<file path="src/hw/baseband_status_pkg.sv">
// Constants shared by the status and interrupt unit and its serial port
package baseband_status_pkg;

    ////////////////////////////////////////////////////////////////////////
    // Register addresses on the serial control port
    localparam int ADDR_BITS = 8;
    localparam int WORD_BITS = 16;
    localparam int ADC_BITS = 8;
    localparam logic [ADDR_BITS-1:0] ADDR_AUX_ADC = 8'hb4;
    localparam logic [ADDR_BITS-1:0] ADDR_STATUS = 8'hc6;
    localparam logic [ADDR_BITS-1:0] ADDR_PROG = 8'hc8;
    localparam logic [ADDR_BITS-1:0] ADDR_MASK = 8'hce;

    ////////////////////////////////////////////////////////////////////////
    // Status word bit positions
    localparam int B_IRQ = 15;
    localparam int B_INBAND = 13;
    localparam int B_TONESET = 12;
    localparam int B_CTCSS = 11;
    localparam int B_DCS = 10;
    localparam int B_ADC_HI = 9;
    localparam int B_ADC_LO = 8;
    localparam int B_END = 7;
    localparam int B_XFER = 6;
    localparam int B_CRC = 5;
    localparam int B_R2400 = 4;
    localparam int B_R1200 = 3;
    localparam int B_PROG = 0;

    // Field masks and reset values
    localparam logic [WORD_BITS-1:0] WORD_ZERO = 16'h0000;
    localparam logic [WORD_BITS-1:0] STATUS_USED = 16'hbff9;
    localparam logic [WORD_BITS-1:0] TONE_BITS = 16'h2c00;
    localparam logic [WORD_BITS-1:0] IRQ_FIELD = 16'h8000;
    localparam logic [WORD_BITS-1:0] CRC_FIELD = 16'h0020;
    localparam logic [WORD_BITS-1:0] RATE_FIELD = 16'h0018;
    localparam logic [WORD_BITS-1:0] PROG_FIELD = 16'h0001;
    localparam logic [WORD_BITS-1:0] STATUS_RESET = 16'h0001;
    localparam logic [WORD_BITS-1:0] MASK_USED = 16'hffd9;
    localparam logic [WORD_BITS-1:0] MASK_RESET = 16'h0000;
    localparam logic [ADC_BITS-1:0] ADC_RESET = 8'h00;
    localparam logic [ADC_BITS-1:0] ADC_PAD = 8'h00;

    ////////////////////////////////////////////////////////////////////////
    // Sub-audio status codes and modem data formats
    localparam logic [2:0] SUB_NONE = 3'h0;
    localparam logic [2:0] SUB_DCS = 3'h2;
    localparam logic [2:0] SUB_DCS_INV = 3'h3;
    localparam logic [2:0] SUB_DCS_OFF = 3'h5;
    localparam logic [2:0] SUB_MAINT = 3'h6;
    localparam logic [2:0] FMT_0 = 3'h0;
    localparam logic [2:0] FMT_2 = 3'h2;
    localparam logic [2:0] FMT_3 = 3'h3;
    localparam logic [2:0] FMT_4 = 3'h4;
    localparam logic [2:0] FMT_5 = 3'h5;
    localparam logic [1:0] RATE_1200 = 2'h1;
    localparam logic [1:0] RATE_2400 = 2'h2;

    ////////////////////////////////////////////////////////////////////////
    // Timing: programming completes within this time at 40 MHz
    localparam int CLK_PERIOD_NS = 25;
    localparam int PROG_TIME_NS = 250000;
    localparam int PROG_CYCLES = PROG_TIME_NS / CLK_PERIOD_NS;
    localparam int PROG_CNT_BITS = 14;

    ////////////////////////////////////////////////////////////////////////
    // Serial frame bit counts
    localparam int CNT_BITS = 5;
    localparam logic [CNT_BITS-1:0] CNT_ZERO = 5'h00;
    localparam logic [CNT_BITS-1:0] CNT_ADDR_LAST = 5'h07;
    localparam logic [CNT_BITS-1:0] CNT_ADDR_DONE = 5'h08;
    localparam logic [CNT_BITS-1:0] CNT_ADC_DONE = 5'h10;
    localparam logic [CNT_BITS-1:0] CNT_WORD_LAST = 5'h17;
    localparam logic [CNT_BITS-1:0] CNT_WORD_DONE = 5'h18;
    localparam logic [CNT_BITS-1:0] CNT_MAX = 5'h1f;
    localparam logic [2:0] PIN_IDLE = 3'h4;

    typedef enum {PROG_IDLE, PROG_BUSY} prog_state_type;

endpackage : baseband_status_pkg

</file>
<file path="src/hw/host_serial_port.sv">
// Serial control port slave: address byte then 16 or 8 data bits
module host_serial_port
    import baseband_status_pkg::*;
(
    input wire logic i_clk,
    input wire logic i_rst,
    input wire logic i_sclk,
    input wire logic i_csn,
    input wire logic i_sdi,
    input wire logic [WORD_BITS-1:0] i_rd_data,
    output logic o_sdo,
    output logic o_wr_strobe,
    output logic o_rd_done,
    output logic [ADDR_BITS-1:0] o_addr,
    output logic [WORD_BITS-1:0] o_wr_data
);

    ////////////////////////////////////////////////////////////////////////
    // Pins are {csn, sclk, sdi}; the second and third stages feed logic
    logic [2:0] pin_meta;
    logic [2:0] pin_sync;
    logic [2:0] pin_prev;
    logic [CNT_BITS-1:0] bit_cnt;
    logic [WORD_BITS-1:0] shift_in;
    logic [WORD_BITS-1:0] shift_out;
    logic load_pend;

    always_ff @(posedge i_clk)
    begin
        if (i_rst)
        begin
            pin_meta <= PIN_IDLE;
            pin_sync <= PIN_IDLE;
            pin_prev <= PIN_IDLE;
        end
        else
        begin
            pin_meta <= {i_csn, i_sclk, i_sdi};
            pin_sync <= pin_meta;
            pin_prev <= pin_sync;
        end
    end

    // Edge decode on the synchronised copies
    wire cs_active = ~pin_sync[2];
    wire cs_end = pin_sync[2] & ~pin_prev[2];
    wire sclk_rise = pin_sync[1] & ~pin_prev[1];
    wire sclk_fall = ~pin_sync[1] & pin_prev[1];
    wire sdi_bit = pin_sync[0];
    wire is_read = (o_addr == ADDR_AUX_ADC) || (o_addr == ADDR_STATUS);
    wire [CNT_BITS-1:0] read_len =
        (o_addr == ADDR_AUX_ADC) ? CNT_ADC_DONE : CNT_WORD_DONE;
    wire [WORD_BITS-1:0] next_shift_in = {shift_in[WORD_BITS-2:0], sdi_bit};

    ////////////////////////////////////////////////////////////////////////
    // Frame sequencer; read done only for a fully clocked read frame
    always_ff @(posedge i_clk)
    begin
        if (i_rst)
        begin
            bit_cnt <= CNT_ZERO;
            shift_in <= WORD_ZERO;
            shift_out <= WORD_ZERO;
            o_addr <= ADDR_STATUS;
            o_sdo <= 1'b0;
            o_wr_strobe <= 1'b0;
            o_rd_done <= 1'b0;
            o_wr_data <= WORD_ZERO;
            load_pend <= 1'b0;
        end
        else
        begin
            o_wr_strobe <= 1'b0;
            o_rd_done <= cs_end & is_read & (bit_cnt == read_len);
            load_pend <= cs_active & sclk_rise & (bit_cnt == CNT_ADDR_LAST);
            if (!cs_active)
            begin
                bit_cnt <= CNT_ZERO;
            end
            else if (sclk_rise)
            begin
                shift_in <= next_shift_in;
                if (bit_cnt != CNT_MAX)
                begin
                    bit_cnt <= bit_cnt + 1'b1;
                end
                if (bit_cnt == CNT_ADDR_LAST)
                begin
                    o_addr <= next_shift_in[ADDR_BITS-1:0];
                end
                if (bit_cnt == CNT_WORD_LAST)
                begin
                    o_wr_data <= next_shift_in;
                    o_wr_strobe <= ~is_read;
                end
            end
            else if (load_pend)
            begin
                shift_out <= i_rd_data;
                o_sdo <= i_rd_data[WORD_BITS-1];
            end
            else if (sclk_fall && bit_cnt > CNT_ADDR_DONE)
            begin
                // First data bit holds through the falling edge after address
                shift_out <= {shift_out[WORD_BITS-2:0], 1'b0};
                o_sdo <= shift_out[WORD_BITS-2];
            end
        end
    end

endmodule : host_serial_port

</file>
<file path="src/hw/baseband_status_irq_unit.sv">
// Event status word, interrupt mask and aux ADC result of the baseband unit
module baseband_status_irq_unit
    import baseband_status_pkg::*;
#(
    parameter int PROG_WAIT_CYCLES = PROG_CYCLES
)
(
    input wire logic i_clk,
    input wire logic i_rst,
    input wire logic i_sclk,
    input wire logic i_csn,
    input wire logic i_sdi,
    input wire logic i_dsp_enable,
    input wire logic i_tx_mode,
    input wire logic i_inband_change,
    input wire logic i_ctcss_change,
    input wire logic [2:0] i_subaudio_status,
    input wire logic i_tone_set_done,
    input wire logic i_adc_valid,
    input wire logic [ADC_BITS-1:0] i_adc_data,
    input wire logic [ADC_BITS-1:0] i_adc_high_thr,
    input wire logic [ADC_BITS-1:0] i_adc_low_thr,
    input wire logic i_rx_frame_end,
    input wire logic i_rx_frame_crc_bad,
    input wire logic i_rx_data_ready,
    input wire logic i_tx_data_request,
    input wire logic i_tx_last_bit,
    input wire logic [2:0] i_tx_format,
    input wire logic i_end_flag_enable,
    input wire logic i_block_crc_done,
    input wire logic [2:0] i_rx_format,
    input wire logic i_block_crc_bad,
    input wire logic i_frame_sync,
    input wire logic i_head_crc_ok,
    input wire logic i_type0_enable,
    input wire logic i_rate_2400,
    output logic o_sdo,
    output logic o_host_irq_out_n,
    output logic o_prog_strobe,
    output logic [WORD_BITS-1:0] o_prog_data
);

    ////////////////////////////////////////////////////////////////////////
    // Declarations
    logic [WORD_BITS-1:0] status_word;
    logic [WORD_BITS-1:0] mask_word;
    logic [ADC_BITS-1:0] adc_result;
    logic [2:0] prev_sub;
    prog_state_type prog_state;
    logic [PROG_CNT_BITS-1:0] prog_count;
    logic [WORD_BITS-1:0] set_vec;
    logic [WORD_BITS-1:0] rd_data;
    logic [ADDR_BITS-1:0] bus_addr;
    logic [WORD_BITS-1:0] bus_wr_data;
    logic bus_wr;
    logic bus_rd_done;

    // Serial control port
    host_serial_port serial_port (
        .i_clk(i_clk),
        .i_rst(i_rst),
        .i_sclk(i_sclk),
        .i_csn(i_csn),
        .i_sdi(i_sdi),
        .i_rd_data(rd_data),
        .o_sdo(o_sdo),
        .o_wr_strobe(bus_wr),
        .o_rd_done(bus_rd_done),
        .o_addr(bus_addr),
        .o_wr_data(bus_wr_data)
    );

    ////////////////////////////////////////////////////////////////////////
    // Register decode and read mux
    wire read_clear = bus_rd_done & (bus_addr == ADDR_STATUS);
    wire prog_clear = bus_wr & (bus_addr == ADDR_PROG);
    wire mask_write = bus_wr & (bus_addr == ADDR_MASK);
    wire [WORD_BITS-1:0] adc_word =
        i_dsp_enable ? {adc_result, ADC_PAD} : WORD_ZERO;
    assign rd_data = (bus_addr == ADDR_STATUS) ? status_word :
                     (bus_addr == ADDR_AUX_ADC) ? adc_word : WORD_ZERO;

    ////////////////////////////////////////////////////////////////////////
    // Sub-audio state changes; turn-off tone counts as a DCS event only
    wire sub_changed = (i_subaudio_status != prev_sub);
    wire dcs_involved = (prev_sub == SUB_DCS) || (prev_sub == SUB_DCS_INV) ||
        (prev_sub == SUB_DCS_OFF) || (i_subaudio_status == SUB_DCS) ||
        (i_subaudio_status == SUB_DCS_INV) ||
        (i_subaudio_status == SUB_DCS_OFF);
    wire maint_involved =
        (prev_sub == SUB_MAINT) || (i_subaudio_status == SUB_MAINT);
    wire dcs_evt = sub_changed & dcs_involved;
    wire ctcss_evt = i_ctcss_change | (sub_changed & maint_involved);
    wire rx_mode = ~i_tx_mode;

    // Modem events
    wire rx_end_evt = i_rx_frame_end & rx_mode;
    wire tx_fmt_gated = (i_tx_format == FMT_0) || (i_tx_format == FMT_2) ||
        (i_tx_format == FMT_3);
    wire tx_end_evt = i_tx_last_bit & i_tx_mode &
        (~tx_fmt_gated | i_end_flag_enable);
    wire block_crc_evt = i_block_crc_done & rx_mode &
        ((i_rx_format == FMT_4) || (i_rx_format == FMT_5));
    wire rate_load = i_type0_enable ? i_frame_sync : i_head_crc_ok;
    wire [1:0] rate_code = i_rate_2400 ? RATE_2400 : RATE_1200;
    wire prog_done = (prog_state == PROG_BUSY) &&
        (prog_count == PROG_CNT_BITS'(PROG_WAIT_CYCLES - 1));

    ////////////////////////////////////////////////////////////////////////
    // Set sources; tone flags are gated off in transmit
    assign set_vec[B_IRQ] = 1'b0;
    assign set_vec[14] = 1'b0;
    assign set_vec[B_INBAND] = i_inband_change & rx_mode;
    assign set_vec[B_TONESET] = i_tone_set_done;
    assign set_vec[B_CTCSS] = ctcss_evt & rx_mode;
    assign set_vec[B_DCS] = dcs_evt & rx_mode;
    assign set_vec[B_ADC_HI] =
        i_adc_valid & (i_adc_data > i_adc_high_thr);
    assign set_vec[B_ADC_LO] =
        i_adc_valid & (i_adc_data < i_adc_low_thr);
    assign set_vec[B_END] = rx_end_evt | tx_end_evt;
    assign set_vec[B_XFER] = i_rx_data_ready | i_tx_data_request |
        rx_end_evt;
    assign set_vec[B_CRC] = block_crc_evt & i_block_crc_bad;
    assign set_vec[B_R2400] = 1'b0;
    assign set_vec[B_R1200] = 1'b0;
    assign set_vec[2] = 1'b0;
    assign set_vec[1] = 1'b0;
    assign set_vec[B_PROG] = prog_done;

    ////////////////////////////////////////////////////////////////////////
    // Next status: clears first, then sets, so a same-cycle event wins
    wire [WORD_BITS-1:0] kept =
        read_clear ? (status_word & PROG_FIELD) : status_word;
    wire [WORD_BITS-1:0] kept_p =
        prog_clear ? (kept & ~PROG_FIELD) : kept;
    wire [WORD_BITS-1:0] raw = kept_p | set_vec;
    wire [WORD_BITS-1:0] load_sel = (rx_end_evt ? CRC_FIELD : WORD_ZERO) |
        (rate_load ? RATE_FIELD : WORD_ZERO);
    wire [WORD_BITS-1:0] load_val =
        (i_rx_frame_crc_bad ? CRC_FIELD : WORD_ZERO) |
        (WORD_BITS'(rate_code) << B_R1200);
    wire [WORD_BITS-1:0] loaded = (raw & ~load_sel) | (load_val & load_sel);
    wire [WORD_BITS-1:0] gated = loaded & STATUS_USED &
        ~(i_tx_mode ? TONE_BITS : WORD_ZERO);
    wire irq_raise =
        |(gated & ~status_word & mask_word & ~IRQ_FIELD);
    wire [WORD_BITS-1:0] next_status =
        gated | (irq_raise ? IRQ_FIELD : WORD_ZERO);
    wire [WORD_BITS-1:0] next_mask =
        mask_write ? (bus_wr_data & MASK_USED) : mask_word;
    wire next_irq_n = ~(next_status[B_IRQ] & next_mask[B_IRQ]);

    // Status, mask and pin registers
    always_ff @(posedge i_clk)
    begin
        if (i_rst)
        begin
            status_word <= STATUS_RESET;
            mask_word <= MASK_RESET;
            o_host_irq_out_n <= 1'b1;
            prev_sub <= SUB_NONE;
        end
        else
        begin
            status_word <= next_status;
            mask_word <= next_mask;
            o_host_irq_out_n <= next_irq_n;
            prev_sub <= i_subaudio_status;
        end
    end

    // Aux ADC keeps the latest conversion
    always_ff @(posedge i_clk)
    begin
        if (i_rst)
        begin
            adc_result <= ADC_RESET;
        end
        else if (i_adc_valid)
        begin
            adc_result <= i_adc_data;
        end
    end

    ////////////////////////////////////////////////////////////////////////
    // Programming timer; a new write restarts the wait
    always_ff @(posedge i_clk)
    begin
        if (i_rst)
        begin
            prog_state <= PROG_IDLE;
            prog_count <= '0;
            o_prog_strobe <= 1'b0;
            o_prog_data <= WORD_ZERO;
        end
        else
        begin
            o_prog_strobe <= prog_clear;
            if (prog_clear)
            begin
                o_prog_data <= bus_wr_data;
            end
            case (prog_state)
                PROG_IDLE:
                begin
                    prog_count <= '0;
                    if (prog_clear)
                    begin
                        prog_state <= PROG_BUSY;
                    end
                end
                PROG_BUSY:
                begin
                    if (prog_clear)
                    begin
                        prog_count <= '0;
                    end
                    else if (prog_done)
                    begin
                        prog_state <= PROG_IDLE;
                    end
                    else
                    begin
                        prog_count <= prog_count + 1'b1;
                    end
                end
                default:
                begin
                    prog_state <= PROG_IDLE;
                end
            endcase
        end
    end
endmodule : baseband_status_irq_unit

</file>
<file path="config.mk">
export PLATFORM = sky130hd
export DESIGN_NAME = baseband_status_irq_unit
export DESIGN_NICKNAME = d
export VERILOG_FILES = /design/src/hw/baseband_status_pkg.sv /design/src/hw/host_serial_port.sv /design/src/hw/baseband_status_irq_unit.sv
export SDC_FILE = /design/constraint.sdc
export NUM_CORES = 1
export LEC_CHECK = 0
export BUFFER_PORTS_ARGS = -buffer_cell sky130_fd_sc_hd__buf_4
export CAP_MARGIN = 0
export CORE_AREA = 2 2 142 88
export DETAILED_ROUTE_END_ITERATION = 8
export DIE_AREA = 0 0 144 90
export PLACE_DENSITY = 0.75
export SETUP_SLACK_MARGIN = 0.1
export SYNTH_ARGS = -nofsm -noshare
export SYNTH_HDL_FRONTEND = slang
export SYNTH_SLANG_ARGS = --single-unit
export TNS_END_PERCENT = 1
</file>
<file path="constraint.sdc">
create_clock -name i_clk -period 2.1 [get_ports i_clk]
set_input_delay 0.42 -clock i_clk [delete_from_list [all_inputs] [get_ports i_clk]]
set_output_delay 0.42 -clock i_clk [all_outputs]
set_load 0.01 [all_outputs]
</file>
==> reports/qor.yml, run 1 <==
tightest_slew_ps: 580.5
grt_pass1_wl_um: 24940
cts_tree: "built"
synth_area_leader_cell: "dfxtp_1"
fin_tns_setup_ps: 0
grt_remaining_overflow: 0
nets: 867
synthSimpleGateAreaFrac: 0.2480
cp_slowest_cell: "or4_4"
htree_num_levels: 4
yosysTopAreaCellShare: 0.4704
drt-initial-drc-count: 351
clk_latency_ps: 420
clk_pin_slew_ps: 60
critPathTopFamily: "simple AND/OR/NAND/NOR gates"
hold_viol: 0
regArea_sq_um: 2813
drt-vias-per-instance: 5.453
wirelength_um: 14950
finish.utilization: 0.6387
clock_path_buffers: 2
cts_buffers: 17
pin_count: 75
synth-seq-cells: 140
fillers: 965
synthMuxAreaShare: 0.04536
vias: 5289
critPathCaptureType: "flip-flop"
numPortBuffers: 73
placed_cells: 931
dp_slack_ps: -50.39
syn-num-nets: 783
synthXorXnorAreaFrac: 0.01911
status: "completed"
area.growth.synth_to_final_pct: 25.98
die_h_um: 90
startpoint: "prog_count[12]$_SDFFE_PP0P_"
fin_skew_ps: 6.983
r2r_start: "prog_count[12]$_SDFFE_PP0P_"
synthCells: 708
synth.most_common_cell: "dfxtp_1"
fmax_mhz: 487.1
root_buffer: "clkbuf_16"
multi_input_comb_area_sq_um: 3000
ys.warnings.count: 0
synth-seq-area-share: 0.4704
p_leak_nw: 2.836
rows: 31
antenna_found_initial: 0
fin_crit_ps: 2053
drcViolationCount: 0
first_global_vias: 5183
start_kind: "flip-flop"
grt_max_degree: 53
wl_per_cell_um: 15.41
dieArea_sq_um: 12960
synthTopCellsByCount: "140 x dfxtp_1, 136 x nand2_1, 80 x a21oi_1"
rsz0062_at_grt: "yes"
syn_area_per_cell_sq_um: 8.416
fin_ws_ps: 47.05
place.gp.congestion: 0.8960
ys.flop_type: "dfxtp_1"
synth_compound_area_frac: 0.1344
path_cells: "or4b_4, or4_4, nor2_4, nand3b_1, nand4_1, o21ai_1"
syn_area_sq_um: 5958
diodes: 0
maxCapViolations: 0
start_util: 0.5070
cp.arrival_ps: 2350
cp.required_ps: 2400
synth_top_family_by_area: "simple AND/OR/NAND/NOR gates"
drive_gt1_frac: 0.2174
setup_viol: 0
cpPeakStageDelay_ps: 590
cellPowerDensity_nw_per_um2: 791.0
core_sq_um: 11750
ir_worst_vdd_mv: 0.6068
worst-path-max-fanout: 4
maxSlewViolCount: 0
stdcell_count: 970
synth-adder-area-share: 0.03990
min_from: "i_csn"
cts.sinks: 140
grt_usage: 0.2443
crit_buf_inv: 0
synthDistinctLibCells: 56
postRouteAntennaNets: 0
synthTopCellsByArea: "dfxtp_1 47%, nand2_1 8.6%, a21oi_1 6.7%, mux2i_1 4.5%, nor2_1 4.1%"
async_flop_share: 0
fin_worst_hold_slack_ps: 190.4
hp-class: "input port to flip-flop"
first_pass_iters: 5
dp_hpwl_um: 10400
slew_headroom: 0.6130
post-route-period-util: 0.9776
path_class: "flip-flop to flip-flop"
synth_edf_count: 0
die_x_um: 144
==> state kept, by name (all words and copies together), names as in the netlist, 3 cells and up <==
| register | cells |
|---|---|
| adc_result | 8 |
| mask_word | 12 |
| o_prog_data | 16 |
| prev_sub | 3 |
| prog_count | 14 |
| serial_port.bit_cnt | 5 |
| serial_port.o_addr | 8 |
| serial_port.o_wr_data | 16 |
| serial_port.pin_meta | 3 |
| serial_port.pin_sync | 3 |
| serial_port.shift_in | 15 |
| serial_port.shift_out | 15 |
| status_word | 13 |
==> layer usage <==
metal,wire length (um),track usage,up-vias
met5,0,0,-
met1,6641,0.3206,2505
li1,-,-,2587
met4,327,0.09150,0
met2,6995,0.3869,163
met3,989,0.06393,34
==> worst paths after layout <==
| kind | slack, ps | end | depth (start not counted) |
|---|---|---|---|
| max reg2reg | 50 | o_host_irq_out_n$_SDFF_PP1_ | 6 |
| min reg2reg | 420 | serial_port.pin_sync[2]$_SDFF_PP1_ | 1 |
| min | 190 | serial_port.pin_meta[2]$_SDFF_PP1_ | 2 |
| max | 50 | o_host_irq_out_n$_SDFF_PP1_ | 6 |
==> worst register-to-register path, delay by kind of cell, from the launching register on <==
kind / cells / cell delay, ps
flip-flops: 1 / 330
AND/OR/NAND/NOR: 5 / 1530
AO/OA/AOI/OAI: 1 / 80
==> layout make-up <==
cell class                      instances  share of cell area
Clock buffer                           18             0.05718
Timing Repair Buffer                  103              0.1079
Tap cell                              165             0.02750
Multi-Input combinational cell        503              0.3997
Inverter                               27             0.01350
Sequential cell                       140              0.3747
Clock inverter                         14             0.01950
==> where the power goes <==
group | internal, mW | leakage [nW] | switching (mW) | total, mW
combinational | 0.149 | 1.42 | 0.153 | 0.302
sequential | 2.69 | 1.14 | 0.0261 | 2.72
clock | 1.75 | 0.276 | 1.17 | 2.92
total | 4.59 | 2.84 | 1.35 | 5.94
==> through the flow <==
step	total power [mW]	cell area [sq um]
2_1_floorplan	2.922	5959
3_3_place_gp	3.051	6758
3_5_place_dp	3.069	6758
4_1_cts	5.961	7442
5_1_grt	6.115	7506
6_report	5.937	7506
==> layout by cell type (no fill, tap or decap), types with 4 or more instances in the layout <==
| cell type | instances |
|---|---|
| a211o_1 | 6 |
| a21oi_1 | 77 |
| a311oi_1 | 5 |
| a31oi_1 | 6 |
| buf_4 | 98 |
| clkbuf_16 | 17 |
| clkinv_2 | 4 |
| dfxtp_1 | 132 |
| dfxtp_2 | 8 |
| ha_1 | 18 |
| inv_1 | 26 |
| mux2i_1 | 27 |
| nand2_1 | 135 |
| nand2b_1 | 9 |
| nand3_1 | 16 |
| nand3b_1 | 4 |
| nand4_1 | 7 |
| nor2_1 | 60 |
| nor2_2 | 4 |
| nor2b_1 | 26 |
| nor3_1 | 15 |
| o211ai_1 | 9 |
| o21ai_0 | 6 |
| or2_2 | 7 |
| xnor2_1 | 7 |
| xor2_1 | 6 |
==> cells by family (layout without fill, tap and decap cells) <==
logic type | Yosys count | in the layout
AOI/OAI and AO/OA | 132 | 132
xor gates and xnor gates | 13 | 13
adders and majority gates | 19 | 19
buffers and inverters | 65 | 162
DFF | 140 | 140
muxes | 27 | 27
and+or+nand+nor | 312 | 312
==> what timing repair did <==
action,in CTS,in global routing
endpoints found under the setup margin,32,28
pin swaps,7,23
cloned,1,0
resized for setup,18,22
buffers inserted,5,1
hold buffers,0,0
No activity file was read; power rests on OpenSTA's default activity.
==> run 2: changes to the inputs <==
Settings changed: CORE_AREA 2 2 142 88 to 2 2 144 90, DIE_AREA 0 0 144 90 to 0 0 146 92, PLACE_DENSITY 0.75 to 0.74, SYNTH_HIERARCHICAL set to 1.
==> reports/qor.yml, run 2 <==
rsz0062_at_grt: "yes"
start_kind: "flip-flop"
synthTopCellsByCount: "140 x dfxtp_1, 138 x nand2_1, 86 x a21oi_1"
path_cells: "ha_2, and3_2, nand4_1, nor3_1, or4_1, nor4_4, nand2b_1"
clk_latency_ps: 420
slew_headroom: 0.5727
final_common_cell: "dfxtp_1"
r2r_setup_slack_ps: 110
setup_viol: 0
critPathTopFamily: "simple AND/OR/NAND/NOR gates"
synth-adder-area-share: 0.03878
drt-initial-drc-count: 432
cp.required_ps: 2460
min_from: "i_csn"
r2r_start: "prog_count[0]$_SDFFE_PP0P_"
post-cts-setup-buffer-count: 0
yosysTopAreaCellShare: 0.4571
async_flop_share: 0
pin_count: 75
synth_compound_area_frac: 0.1359
rows: 32
synth_area_leader_cell: "dfxtp_1"
clock_path_buffers: 2
place.gp.congestion: 0.8594
ys.warnings.count: 6
drive_gt1_frac: 0.1905
finish.utilization: 0.6158
grt_max_degree: 68
cpPeakStageDelay_ps: 530
maxCapViolations: 0
start_util: 0.4972
cts_buffers: 17
cp.arrival_ps: 2350
post-route-period-util: 0.9473
syn_area_per_cell_sq_um: 8.599
area.growth.synth_to_final_pct: 23.86
ys.flop_type: "dfxtp_1"
synth-seq-cells: 140
cts.sinks: 140
crit_buf_inv: 0
cts_tree: "built"
first_pass_iters: 5
htree_num_levels: 4
antenna_found_initial: 0
hp-class: "input port to flip-flop"
cp_slowest_cell: "or4_1"
dieArea_sq_um: 13430
p_leak_nw: 2.925
hold_viol: 0
synth_edf_count: 0
grt_usage: 0.2331
cellPowerDensity_nw_per_um2: 787.4
startpoint: "prog_count[0]$_SDFFE_PP0P_"
top_usage_layer: "met2"
diodes: 0
layout_common_cells: "139 x dfxtp_1, 138 x nand2_1, 111 x buf_4"
grt.met2_usage: 0.3707
drt-vias-per-instance: 5.440
fin_skew_ps: 6.792
maxSlewViolCount: 0
tightest_slew_ps: 641.0
numPortBuffers: 73
wirelength_um: 15130
synthTopCellsByArea: "dfxtp_1 46%, nand2_1 8.4%, a21oi_1 7.0%, mux2i_1 4.6%, ha_1 3.9%"
nets: 881
ir_worst_vdd_mv: 0.6048
synthMuxAreaShare: 0.04571
dp_hpwl_um: 10730
use_met1: 0.3087
wl_per_cell_um: 15.30
postRouteAntennaNets: 0
grt_remaining_overflow: 0
synth-seq-area-share: 0.4571
clk_pin_slew_ps: 60
first_global_vias: 5217
fin_worst_hold_slack_ps: 181.2
vias: 5380
synthXorXnorAreaFrac: 0.02429
syn_area_sq_um: 6131
core_sq_um: 12330
synthSimpleGateAreaFrac: 0.2508
synthCells: 713
fmax_mhz: 502.7
drcViolationCount: 0
grt_pass1_wl_um: 25030
fin_crit_ps: 1989
synth_top_family_by_area: "simple AND/OR/NAND/NOR gates"
reg.largest.list: "o_prog_data (16), serial_port/o_wr_data (16)"
die_x_um: 146
gr-usage-met3: 0.06269
root_buffer: "clkbuf_16"
critPathCaptureType: "flip-flop"
worst-path-max-fanout: 4
hold_buffers: 0
synthDistinctLibCells: 62
die_h_um: 92
path_class: "flip-flop to flip-flop"
synth.most_common_cell: "dfxtp_1"
status: "completed"
-- run 2: changes by cell type after synthesis, moves of 8 or more --
cell,delta
a211oi_1,+16
nand3_1,-9
nor2_1,-17
nor2b_1,-10
nor3_1,+9
o211ai_1,-8
-- run 2: final cells by class --
class / instances / area (sq um)
fill: 1068 / 4738
inverter: 27 / 101.3
tap: 170 / 212.7
sequential: 140 / 2804
clock inverter: 11 / 117.6
multi-input combinational: 509 / 3064
clock buffer: 21 / 460.4
timing repair buffer: 111 / 833.3
-- run 2: worst reg2reg max path, cell delays in order, from the launching register on --
cell and delay (ps):
dfxtp_2 340, ha_2 200, and3_2 250, nand4_1 110, nor3_1 80, or4_1 530
nor4_4 300, nand2b_1 130
-- run 2: worst paths after layout --
check,end,cells after the start
worst max-delay path,o_host_irq_out_n$_SDFF_PP1_,7
worst max register to register,o_host_irq_out_n$_SDFF_PP1_,7
worst min-delay path,serial_port/pin_meta[2]$_SDFF_PP1_,2
worst min register to register,serial_port/pin_sync[2]$_SDFF_PP1_,1
-- run 2: per-stage QoR --
stage / setup TNS (ps) / instances / area [sq um] / worst slack [ps] / power (mW)
after floorplan: 0 / 714 / 6135 / 123.8 / 2.934
after global placement: -235.5 / 957 / 6995 / -121.2 / 3.076
after detailed placement: -291.8 / 957 / 6995 / -146.0 / 3.094
after CTS: 0 / 989 / 7579 / 117.2 / 6.015
after global routing: 0 / 989 / 7594 / 16.27 / 6.188
final: 0 / 989 / 7594 / 110.7 / 5.979
-- run 2: where the power goes --
part	leakage, nW	switching, mW	total (mW)	internal (mW)
clock	0.283	1.13	2.94	1.80
sequential	1.13	0.0240	2.71	2.69
combinational	1.51	0.163	0.328	0.165
total	2.93	1.32	5.98	4.66
-- run 2: what timing repair did --
item	CTS	global route
pin swaps	1	0
gates resized for setup	3	3
endpoints found under the hold margin	0	0
setup endpoints to repair	2	6
-- run 2: per-layer routing --
layer | part of all wire | wire length [um]
met5 | 0 | 0
met4 | 0.015 | 232
met3 | 0.060 | 912
met2 | 0.45 | 6835
met1 | 0.47 | 7146
-- run 2: cell families after synthesis --
group                    count (synthesis)
adder cells (fa/ha/maj)                 19
XOR/XNOR                                17
AND/OR/NAND/NOR                        304
AO/OA/AOI/OAI                          139
flip-flops                             140
other                                    1
multiplexers                            28
buffers and inverters                   65
==> run 3: changes to the inputs <==
Settings changed: CORE_AREA 2 2 144 90 to 2 2 174 108, DIE_AREA 0 0 146 92 to 0 0 176 110, PLACE_DENSITY 0.74 to 0.64.
==> reports/qor.yml, run 3 (same netlist as run 2, synthesis figures left out) <==
die_h_um: 110
slew_headroom: 0.5965
maxSlewViolCount: 0
m1WireLength_um: 8059
first_global_vias: 4884
fin_skew_ps: 11.10
min_from: "i_csn"
p_leak_nw: 2.909
met2RoutedLength_um: 6113
clk_pin_slew_ps: 60
ir_worst_vdd_mv: 0.4738
startpoint: "prog_count[0]$_SDFFE_PP0P_"
cp.required_ps: 2460
first_pass_iters: 6
rsz0062_at_grt: "yes"
postRouteAntennaNets: 0
drt-initial-drc-count: 460
dieArea_sq_um: 19360
vias: 5223
drcViolationCount: 0
drt-vias-per-instance: 4.923
setup_viol: 0
finish.utilization: 0.4330
status: "completed"
fin_crit_ps: 1972
grt_usage: 0.1630
grt_pass1_wl_um: 24940
critPathCaptureType: "flip-flop"
r2r_start: "prog_count[0]$_SDFFE_PP0P_"
hold_viol: 0
die_x_um: 176
wirelength_um: 15380
start_util: 0.3457
wl_met3_um: 1083
fin_tns_setup_ps: 0
start_kind: "flip-flop"
antenna_found_initial: 0
maxCapViolations: 0
diodes: 0
stdcell_count: 1061
grt_remaining_overflow: 0
rows: 38
cts.sinks: 140
area.growth.synth_to_final_pct: 25.24
htree_num_levels: 4
post-cts-setup-buffer-count: 0
cp.arrival_ps: 2330
numPortBuffers: 73
worst-path-max-fanout: 4
wl_per_cell_um: 14.50
clock_path_buffers: 2
pin_count: 75
core_sq_um: 17730
root_buffer: "clkbuf_16"
drive_gt1_frac: 0.1912
cts_tree: "built"
tightest_slew_ps: 600.7
cts_buffers: 17
hp-class: "input port to flip-flop"
hold_buffers: 0
final_common_cell: "dfxtp_1"
path_class: "flip-flop to flip-flop"
dp_hpwl_um: 11030
cellPowerDensity_nw_per_um2: 772.9
clk_latency_ps: 420
p_total_mw: 5.935
placed_cells: 1029
place.gp.congestion: 0.8165
post-route-period-util: 0.9392
fmax_mhz: 507.0
reg.largest.list: "o_prog_data (16), serial_port/o_wr_data (16)"
grt_max_degree: 59
top_layer: "met4"
nets: 883
layout_common_cells: "140 x dfxtp_1, 138 x nand2_1, 112 x buf_4"
run 3: changes by cell type in the layout (fill, tap and decap cells not counted), sizes merged:
cell | previous run | this run
clkinv | 6 | 1
clkinvlp | 2 | 7
buf | 111 | 113
inv | 28 | 30
bufinv | 2 | 1
clkbuf | 21 | 20
run 3: critical path, cell delays in order, from the launching register on:
cell	delay, ps
dfxtp_1	340
ha_2	200
and3_1	190
nand4_1	110
nor3_1	100
or4_1	490
nor4_2	330
nand2b_1	150
run 3: stage by stage:
stage | hold slack (ps) | area [sq um] | setup slack, ps
6_report | 191.7 | 7679 | 127.7
5_1_grt | 182.4 | 7679 | 60.80
4_1_cts | 181.8 | 7671 | 111.1
3_5_place_dp | 396.1 | 7098 | -131.4
3_3_place_gp | 395.3 | 7098 | -104.7
2_1_floorplan | 389.5 | 6135 | 123.8
run 3: final timing paths:
path / end / slack (ps) / cells after the start
min: serial_port/pin_meta[2]$_SDFF_PP1_ / 190 / 2
max: o_host_irq_out_n$_SDFF_PP1_ / 130 / 7
max reg2reg: o_host_irq_out_n$_SDFF_PP1_ / 130 / 7
min reg2reg: serial_port/pin_sync[2]$_SDFF_PP1_ / 410 / 1
run 3: layout make-up:
type                    instances  area [sq um]
inverters                      27         101.3
well taps                     240         300.3
repair buffers                113         852.1
multi-input cells             509          3052
clock buffers                  20         456.7
fillers                      1729         10060
flip-flops and latches        140          2803
clock inverters                12         113.9
run 3: where the power goes:
part	leakage [nW]	switching, mW	internal (mW)
registers	1.13	0.0241	2.69
logic	1.52	0.160	0.165
clock network	0.258	1.20	1.70
total	2.91	1.38	4.55
run 3: repair_timing:
action / CTS / global route
setup endpoints to repair: 1 / 22
gates cloned: 0 / 0
pin swaps: 1 / 1
gates resized for setup: 1 / 2
endpoints found under the hold margin: 0 / 0
run 3: metal layers:
metal	up-vias	GRT usage
li1	2651	-
met1	2411	0.2394
met2	150	0.2354
met3	11	0.04184
met4	0	0.04368
met5	-	0
